$ cat config.mk
export PLATFORM = sky130hd
export DESIGN_NAME = sensor_drive_port
export DESIGN_NICKNAME = d
export VERILOG_FILES = /design/src/logic/pin_cell.v /design/src/logic/sensor_drive_port.v
export VERILOG_INCLUDE_DIRS = /design/src /design/src/logic
export SDC_FILE = /design/constraint.sdc
export NUM_CORES = 1
export LEC_CHECK = 0
export BUFFER_PORTS_ARGS = -buffer_cell sky130_fd_sc_hd__buf_2
export CAP_MARGIN = 20
export CORE_UTILIZATION = 30
export DETAILED_ROUTE_END_ITERATION = 10
export PLACE_DENSITY = 0.62
export SYNTH_ARGS = -nofsm -noshare
export SYNTH_HDL_FRONTEND = slang
export SYNTH_SLANG_ARGS = --single-unit
$ cat constraint.sdc
create_clock -name clk_i -period 2.3 [get_ports clk_i]
set_input_delay 0.46 -clock clk_i [delete_from_list [all_inputs] [get_ports clk_i]]
set_output_delay 0.46 -clock clk_i [all_outputs]
set_load 0.05 [all_outputs]
$ cat src/logic/sensor_port_map.vh
// Register offsets, field positions and reset values of the sensor drive port.
`ifndef SENSOR_PORT_MAP_VH
`define SENSOR_PORT_MAP_VH
`define ADDR_PIN_OUTPUT 8'h40
`define ADDR_PIN_INPUT 8'h41
`define ADDR_OPERATING_MODE 8'h70
`define DATA_LSB 0
`define DIR_LSB 4
`define MODE_REF_OUT_BIT 0
`define MODE_REF_IN_BIT 1
`define MODE_USED_MASK 8'h03
`define RESET_DATA 2'h0
`define RESET_DIR 2'h3
`define RESET_MODE 8'h00
`define BYTE_ZERO 8'h00
`endif
$ cat src/logic/pin_cell.v
// One sensor drive pin: direction, data and reference bypass to pad controls.
`timescale 1ns/1ns
module pin_cell
(
	// Clock, reset and enable
	input wire clk_i,
	input wire rst_i,
	input wire ce_i,
	// Control
	input wire dir_i,
	input wire data_i,
	input wire bypass_i,
	// Pad
	input wire pad_i,
	output reg pad_o,
	output reg pad_oe_o,
	output reg level_o
);
	always @(posedge clk_i)
	begin
		if (rst_i)
		begin
			pad_o <= 1'b0;
			pad_oe_o <= 1'b0;
			level_o <= 1'b0;
		end
		else if (ce_i)
		begin
			// A bypassed pin carries the analog reference, so the digital driver must let go.
			pad_oe_o <= dir_i & ~bypass_i;
			pad_o <= data_i & dir_i & ~bypass_i;
			// The input path stays on even while driving, so the real pad level reads back.
			level_o <= pad_i;
		end
	end
endmodule // pin_cell

$ cat src/logic/sensor_drive_port.v
// Two-bit sensor drive port with a classic Wishbone register slave.
//
// Behaviour
// - Each pin has its own direction bit.
// - Direction one keeps input and driver active.
// - Direction zero makes the pin input only.
// - Reset sets all direction bits to one.
// - Input register shows pin levels, no debounce.
// - Input path stays active while driving.
// - Output data bits drive pins when direction one.
// - Reset clears output data bits to zero.
// - Mode reference bits hand pins to reference.
//
// Register access over Wishbone is this design's own decision.
`timescale 1ns/1ns
`include "sensor_port_map.vh"
module sensor_drive_port
#(
	parameter PINS = 2
)
(
	// Clock, reset and enable
	input wire clk_i,
	input wire rst_i,
	input wire ce_i,
	// Wishbone slave
	input wire cyc_i,
	input wire stb_i,
	input wire we_i,
	input wire [7:0] adr_i,
	input wire [3:0] sel_i,
	input wire [31:0] dat_i,
	output reg [31:0] dat_o,
	output reg ack_o,
	// Sensor drive pins
	input wire [PINS-1:0] sensor_drive_pin_i,
	output wire [PINS-1:0] sensor_drive_pin_o,
	output wire [PINS-1:0] sensor_drive_pin_oe_o,
	// Reference hand-over, high while a pin carries the reference
	output reg reference_output_on_pin0_o,
	output reg reference_input_on_pin1_o
);
	reg [PINS-1:0] out_data;
	reg [PINS-1:0] out_dir;
	reg [7:0] operating_mode;
	wire [PINS-1:0] level;
	wire [PINS-1:0] bypass;
	wire [7:0] pin_output_register;
	wire [7:0] pin_input_register;
	wire req;
	reg [7:0] next_rdata;

	assign req = cyc_i & stb_i & ~ack_o;
	assign bypass = operating_mode[PINS-1:0];
	// Only bits 1:0 (data) and 5:4 (direction) of the output register exist; the rest read zero.
	assign pin_output_register = {2'h0, out_dir, 2'h0, out_data};
	assign pin_input_register = {6'h00, level};

	always @*
	begin
		next_rdata = `BYTE_ZERO;
		if (adr_i == `ADDR_PIN_OUTPUT)
			next_rdata = pin_output_register;
		else if (adr_i == `ADDR_PIN_INPUT)
			next_rdata = pin_input_register;
		else if (adr_i == `ADDR_OPERATING_MODE)
			next_rdata = operating_mode & `MODE_USED_MASK;
	end

	always @(posedge clk_i)
	begin
		if (rst_i)
		begin
			out_data <= `RESET_DATA;
			out_dir <= `RESET_DIR;
			operating_mode <= `RESET_MODE;
			ack_o <= 1'b0;
			dat_o <= 32'h0;
			reference_output_on_pin0_o <= 1'b0;
			reference_input_on_pin1_o <= 1'b0;
		end
		else if (ce_i)
		begin
			ack_o <= req;
			// Unmapped addresses are acknowledged, read zero and ignore writes.
			if (req)
				dat_o <= {24'h0, next_rdata};
			if (req & we_i & sel_i[0])
			begin
				if (adr_i == `ADDR_PIN_OUTPUT)
				begin
					out_data <= dat_i[`DATA_LSB+PINS-1:`DATA_LSB];
					out_dir <= dat_i[`DIR_LSB+PINS-1:`DIR_LSB];
				end
				else if (adr_i == `ADDR_OPERATING_MODE)
					operating_mode <= dat_i[7:0] & `MODE_USED_MASK;
			end
			reference_output_on_pin0_o <= operating_mode[`MODE_REF_OUT_BIT];
			reference_input_on_pin1_o <= operating_mode[`MODE_REF_IN_BIT];
		end
	end

	genvar g;
	generate
		for (g = 0; g < PINS; g = g + 1)
		begin : pins
			pin_cell u_pin_cell
			(
				.clk_i(clk_i),
				.rst_i(rst_i),
				.ce_i(ce_i),
				.dir_i(out_dir[g]),
				.data_i(out_data[g]),
				.bypass_i(bypass[g]),
				.pad_i(sensor_drive_pin_i[g]),
				.pad_o(sensor_drive_pin_o[g]),
				.pad_oe_o(sensor_drive_pin_oe_o[g]),
				.level_o(level[g])
			);
		end
	endgenerate
endmodule // sensor_drive_port

After elaboration in Yosys (flattened, before gate mapping):

Cells that the tools add are included.

* bits in registers: 23
* latch bits: 0
* bits in writable memories: 0
* bits in read-only memories: 0
* input bits: 52
* output and inout port bits: 39
* word-level logic and storage cells: 36
* memories: 0

* add/sub/neg operators: 0
* multiply operators: 0
* div/mod/pow operators: 0
* $lt $le $gt $ge: 0
* equality and inequality tests: 3
* shift operators: 0
* multiplexer cells: 3
* bitwise logic cells: 14
* reductions and logical operators: 3

Operators by type and width (number)
* $eq 8x7->1 const B: 3
* $and 1x1->1: 10
* $mux 8: 1
* $mux 2: 2
* $not 1->1: 4
* $reduce_and 4->1: 1
* $reduce_and 3->1: 1
* $reduce_and 2->1: 1

Longest topological paths before layout:

* depth after elaboration: 5
* depth in mapped cells: 3
* depth with buffers taken out: 3

Cells and area by module:

A second synthesis with hierarchy kept.

* cell total of the unflattened synthesis: 120
* area total of the unflattened synthesis: 1072.3 sq um

Modules (own cells, without submodules)
* sensor_drive_port: times used 1, cells each 98, area an instance 847.1 sq um, seq. area each 260.2 sq um
* pin_cell: times used 2, cells each 11, area an instance 112.6 sq um, seq. area each 60.1 sq um

Least setup slack after synthesis:

No wires, ideal clock.

* kind: flip-flop to flip-flop
* from: register ack_o
* to: register out_data[0]
* library setup time: 0.072 ns
* arrival: 1.638 ns
* required time: 2.228 ns
* setup slack: 0.590 ns
* cell stages (with the launch flop): 4
* path buffers: 0
* clock period less this slack: 1.710 ns
* cells stage by stage: dfxtp_1 -> nand4b_1 -> nor4b_4 -> mux2i_1

* cells in the longest elaborated chain, start to end: 5

RTL lines
* from (decl): RTL line sensor_drive_port.v:34 `output reg ack_o,`
* from (signal assigned): RTL line sensor_drive_port.v:84 `ack_o <= req;`
* $not 1->1: RTL line sensor_drive_port.v:53 `assign req = cyc_i & stb_i & ~ack_o;`
* $and 1x1->1: RTL line sensor_drive_port.v:53
* $and 1x1->1 (2 in series): RTL line sensor_drive_port.v:88 `if (req & we_i & sel_i[0])`
* $reduce_and 3->1 (no source line)
* to (signal assigned): RTL line sensor_drive_port.v:74 `` out_data <= `RESET_DATA; ``
* to (signal assigned): RTL line sensor_drive_port.v:92 `` out_data <= dat_i[`DATA_LSB+PINS-1:`DATA_LSB]; ``
* to (decl): RTL line sensor_drive_port.v:43 `reg [PINS-1:0] out_data;`

No other way between the ends.
A chain may end at the register's enable or synchronous reset.

Worst setup path after layout:

* from: input adr_i[1]
* to: register out_dir[1]

* cells in the longest elaborated chain, start to end: 2

RTL lines
* from (decl): RTL line sensor_drive_port.v:30 `input wire [7:0] adr_i,`
* $eq 8x7->1 (no source line)
* $reduce_and 3->1 (no source line)
* to (signal assigned): RTL line sensor_drive_port.v:75 `` out_dir <= `RESET_DIR; ``
* to (signal assigned): RTL line sensor_drive_port.v:93 `` out_dir <= dat_i[`DIR_LSB+PINS-1:`DIR_LSB]; ``
* to (decl): RTL line sensor_drive_port.v:44 `reg [PINS-1:0] out_dir;`

No other way between the ends.

==> run_results.csv <==
group,metric,value,unit
status,status,"completed",
floorplan,core-area,0.00344,mm^2
clock_tree,cts_made_buffers,3,
finish,final_util,36.0,%
floorplan,dieHeight,62.8,um
global_route,overflow,0,
placement,gp_congestion,0.782,
setup_path,critical_path.cell_chain,"buf_2 > or4_4 > nor4b_4 > mux2i_1",
clock_tree,holdBufCountCts,0,
sta,finalCritPeriodShare,68.5,%
sta,fmax,0.635,GHz
setup_path,crit_arrival,1760,ps
sta,setup_violations,0,
floorplan,start_util,32.2,%
yosys,syn_area_per_cell,9.23,um^2
yosys,synth_ff_type,"dfxtp_1",
clock_tree,cts.clk_slew.worst_paths,70,ps
min_path,hold_path_end,"pins[1].u_pin_cell.level_o",
clock_tree,cts_max_path_buffers,2,
routing,via_per_inst,4.20,
setup_path,start_kind,"primary input",
placement,dp_cells,192,
setup_path,worstPathMaxFanout,4,
placement,place_ws,456,ps
setup_path,r2r_end,"out_dir[1]",
setup_path,critPathMaxStageDelay,560,ps
job,drv_cap,0,
routing,totalWireLength,1.99,mm
setup_path,crit_family,"simple AND/OR/NAND/NOR gates",
yosys,synthDistinctLibCells,26,
sta,hold_slack,442,ps
global_route,grt_max_degree,26,
sta,period_minus_slack,1570,ps
pwr,irDropWorstVdd,0.180,mV
yosys,syn_inst,120,
pwr,power,0.741,mW
routing,vias,824,
floorplan,ioPinCount,91,
finish,antenna_cells,0,
yosys,netlist_area,0.00111,mm^2
setup_path,reg2reg_setup_slack,810,ps
clock_tree,clk_latency,260,ps
clock_tree,post_cts_buffers,0,
global_route,antenna_found_initial,0,
floorplan,dieArea,0.00394,mm^2
finish,fin_cells,196,
setup_path,cp-end-kind,"flip-flop",
sta,finalClockSkew,4.83,ps
pwr,power.density,599,mW/mm^2
clock_tree,clockRootBuffer,"clkbuf_8",
min_path,holdPathStages,3,
yosys,yosys_warnings,0,
placement,postPlaceCellArea,0.00119,mm^2
sta,final_hold_viol_count,0,
routing,drt_pass1_iterations,4,
yosys,synth-edff-count,0,
global_route,grt_usage,10.6,%
setup_path,regToRegStartpoint,"ack_o",
setup_path,worst-setup-path-type,"primary input to flip-flop",
yosys,async_flop_share,0,%
sta,fin_setup_tns,0,ps
clock_tree,clock-sinks,19,
sta,setup_slack,725,ps
setup_path,crit_buf_inv,1,
min_path,min-delay-start,"sensor_drive_pin_i[1]",
clock_tree,cts_tree,"done",
placement,hpwl,1.59,mm
min_path,hp-class,"primary input to flip-flop",
sta,rsz0062_at_grt,"no",
setup_path,r2r_cells,3,
clock_tree,cts-htree-levels,1,
placement,io_buffers,31,
finish,syn2layout_area_growth,11.9,%
floorplan,die_x,62.8,um
setup_path,crit_required,2490,ps
global_route,grt_pass1_vias,740,
pwr,p_leak,0.565,nW
clock_tree,cts-resized-gates,0,
routing,dr.first_iter.drc_count,18,
floorplan,fp-row-count,21,
routing,drc,0,
routing,drtAntennaViolNets,0,
setup_path,cp_slowest_cell,"or4_4",
finish,design_area,0.00124,mm^2
global_route,grt_pass1_wl,3.29,mm
yosys,seq_area_frac_synth,34.4,%
sta,slew_violations,0,
yosys,synth_seq_cells,19,
finish,drive_gt1_share,28.7,%
routing,wl_per_cell,10.1,um
finish,final_nets,203,
## kinds of logic after synthesis
family | Yosys count | synth area share [%]
muxes | 14 | 12.9
and+or+nand+nor | 42 | 24.5
buffers and inverters | 35 | 22.7
other | 1 | 0.339
AOI/OAI and AO/OA | 9 | 5.20
DFF | 19 | 34.3
## how the worst max path moves through the flow
stage | cells past startpoint | endpoint | from | slack (ps)
after floorplan | 3 | out_data[0] | ack_o | 590
after global placement | 4 | out_data[0] | adr_i[0] | 450
after detailed placement | 4 | out_dir[0] | adr_i[1] | 460
after CTS | 4 | out_dir[0] | adr_i[1] | 720
after global routing | 4 | out_data[0] | adr_i[1] | 660
final | 4 | out_dir[1] | adr_i[1] | 730
## report_power, final
| group | leakage, nW | switching, mW | internal (mW) |
|---|---|---|---|
| clock network | 0.0255 | 0.110 | 0.120 |
| logic | 0.385 | 0.143 | 0.0317 |
| registers | 0.154 | 0.00303 | 0.334 |
## worst min-delay path: stages
cell and delay, ps:
buf_2 80, mux2i_1 60, nor2_1 70
## layer usage
layer | share of wire, % | track usage [%] | vias to the layer above
met5 | 0 | 0 | -
met4 | 1.9 | 6.10 | 0
met3 | 8.1 | 2.55 | 5
met2 | 39 | 14.5 | 46
met1 | 51 | 15.0 | 354
li1 | - | - | 419
## layout by cell type, fill, tap and decap left out
cell type,instances
a22oi_1,2
nor4b_1,1
nand4_1,2
nor2b_1,2
nor2_1,11
nor4_1,1
buf_4,3
or4_4,1
a21oi_1,5
dfxtp_1,19
mux2_2,2
nand2b_1,10
o41ai_1,2
conb_1,28
and3b_1,1
nand4b_1,2
mux2i_1,12
or4_1,1
clkinv_2,1
nand3b_1,2
nand2_1,3
nor4b_4,1
and4b_1,1
nor4_2,1
nand3_1,2
buf_2,31
clkbuf_8,3
## flip-flops by register name, indices dropped and copies added, names as in the netlist
name	cells
pins.u_pin_cell.level_o	2
operating_mode	2
ack_o	1
pins.u_pin_cell.pad_o	2
reference_output_on_pin0_o	1
reference_input_on_pin1_o	1
out_dir	2
pins.u_pin_cell.pad_oe_o	2
dat_o	4
out_data	2
## synth_stat cells, types with 2 or more instances
master    instances  area, um^2
mux2i_1          12         120
nand2b_1         10        62.6
dfxtp_1          19         380
nor2b_1           2        12.5
a21oi_1           5        25.0
nand4b_1          2        17.5
nand3b_1          2        15.0
o41ai_1           2        17.5
a22oi_1           2        15.0
nand4_1           2        12.5
clkbuf_1          2        7.51
nand3_1           2        10.0
buf_4            32         240
mux2_2            2        22.5
nand2_1           3        11.3
nor2_1           11        41.3
## layout make-up
class	count	area, um^2
Clock inverter	1	5.00
Timing Repair Buffer	34	178
Multi-Input combinational cell	93	577
Tap cell	46	57.6
Fill cell	379	2200
Sequential cell	19	380
Clock buffer	3	41.3
Power figures use the tool's default switching activity.
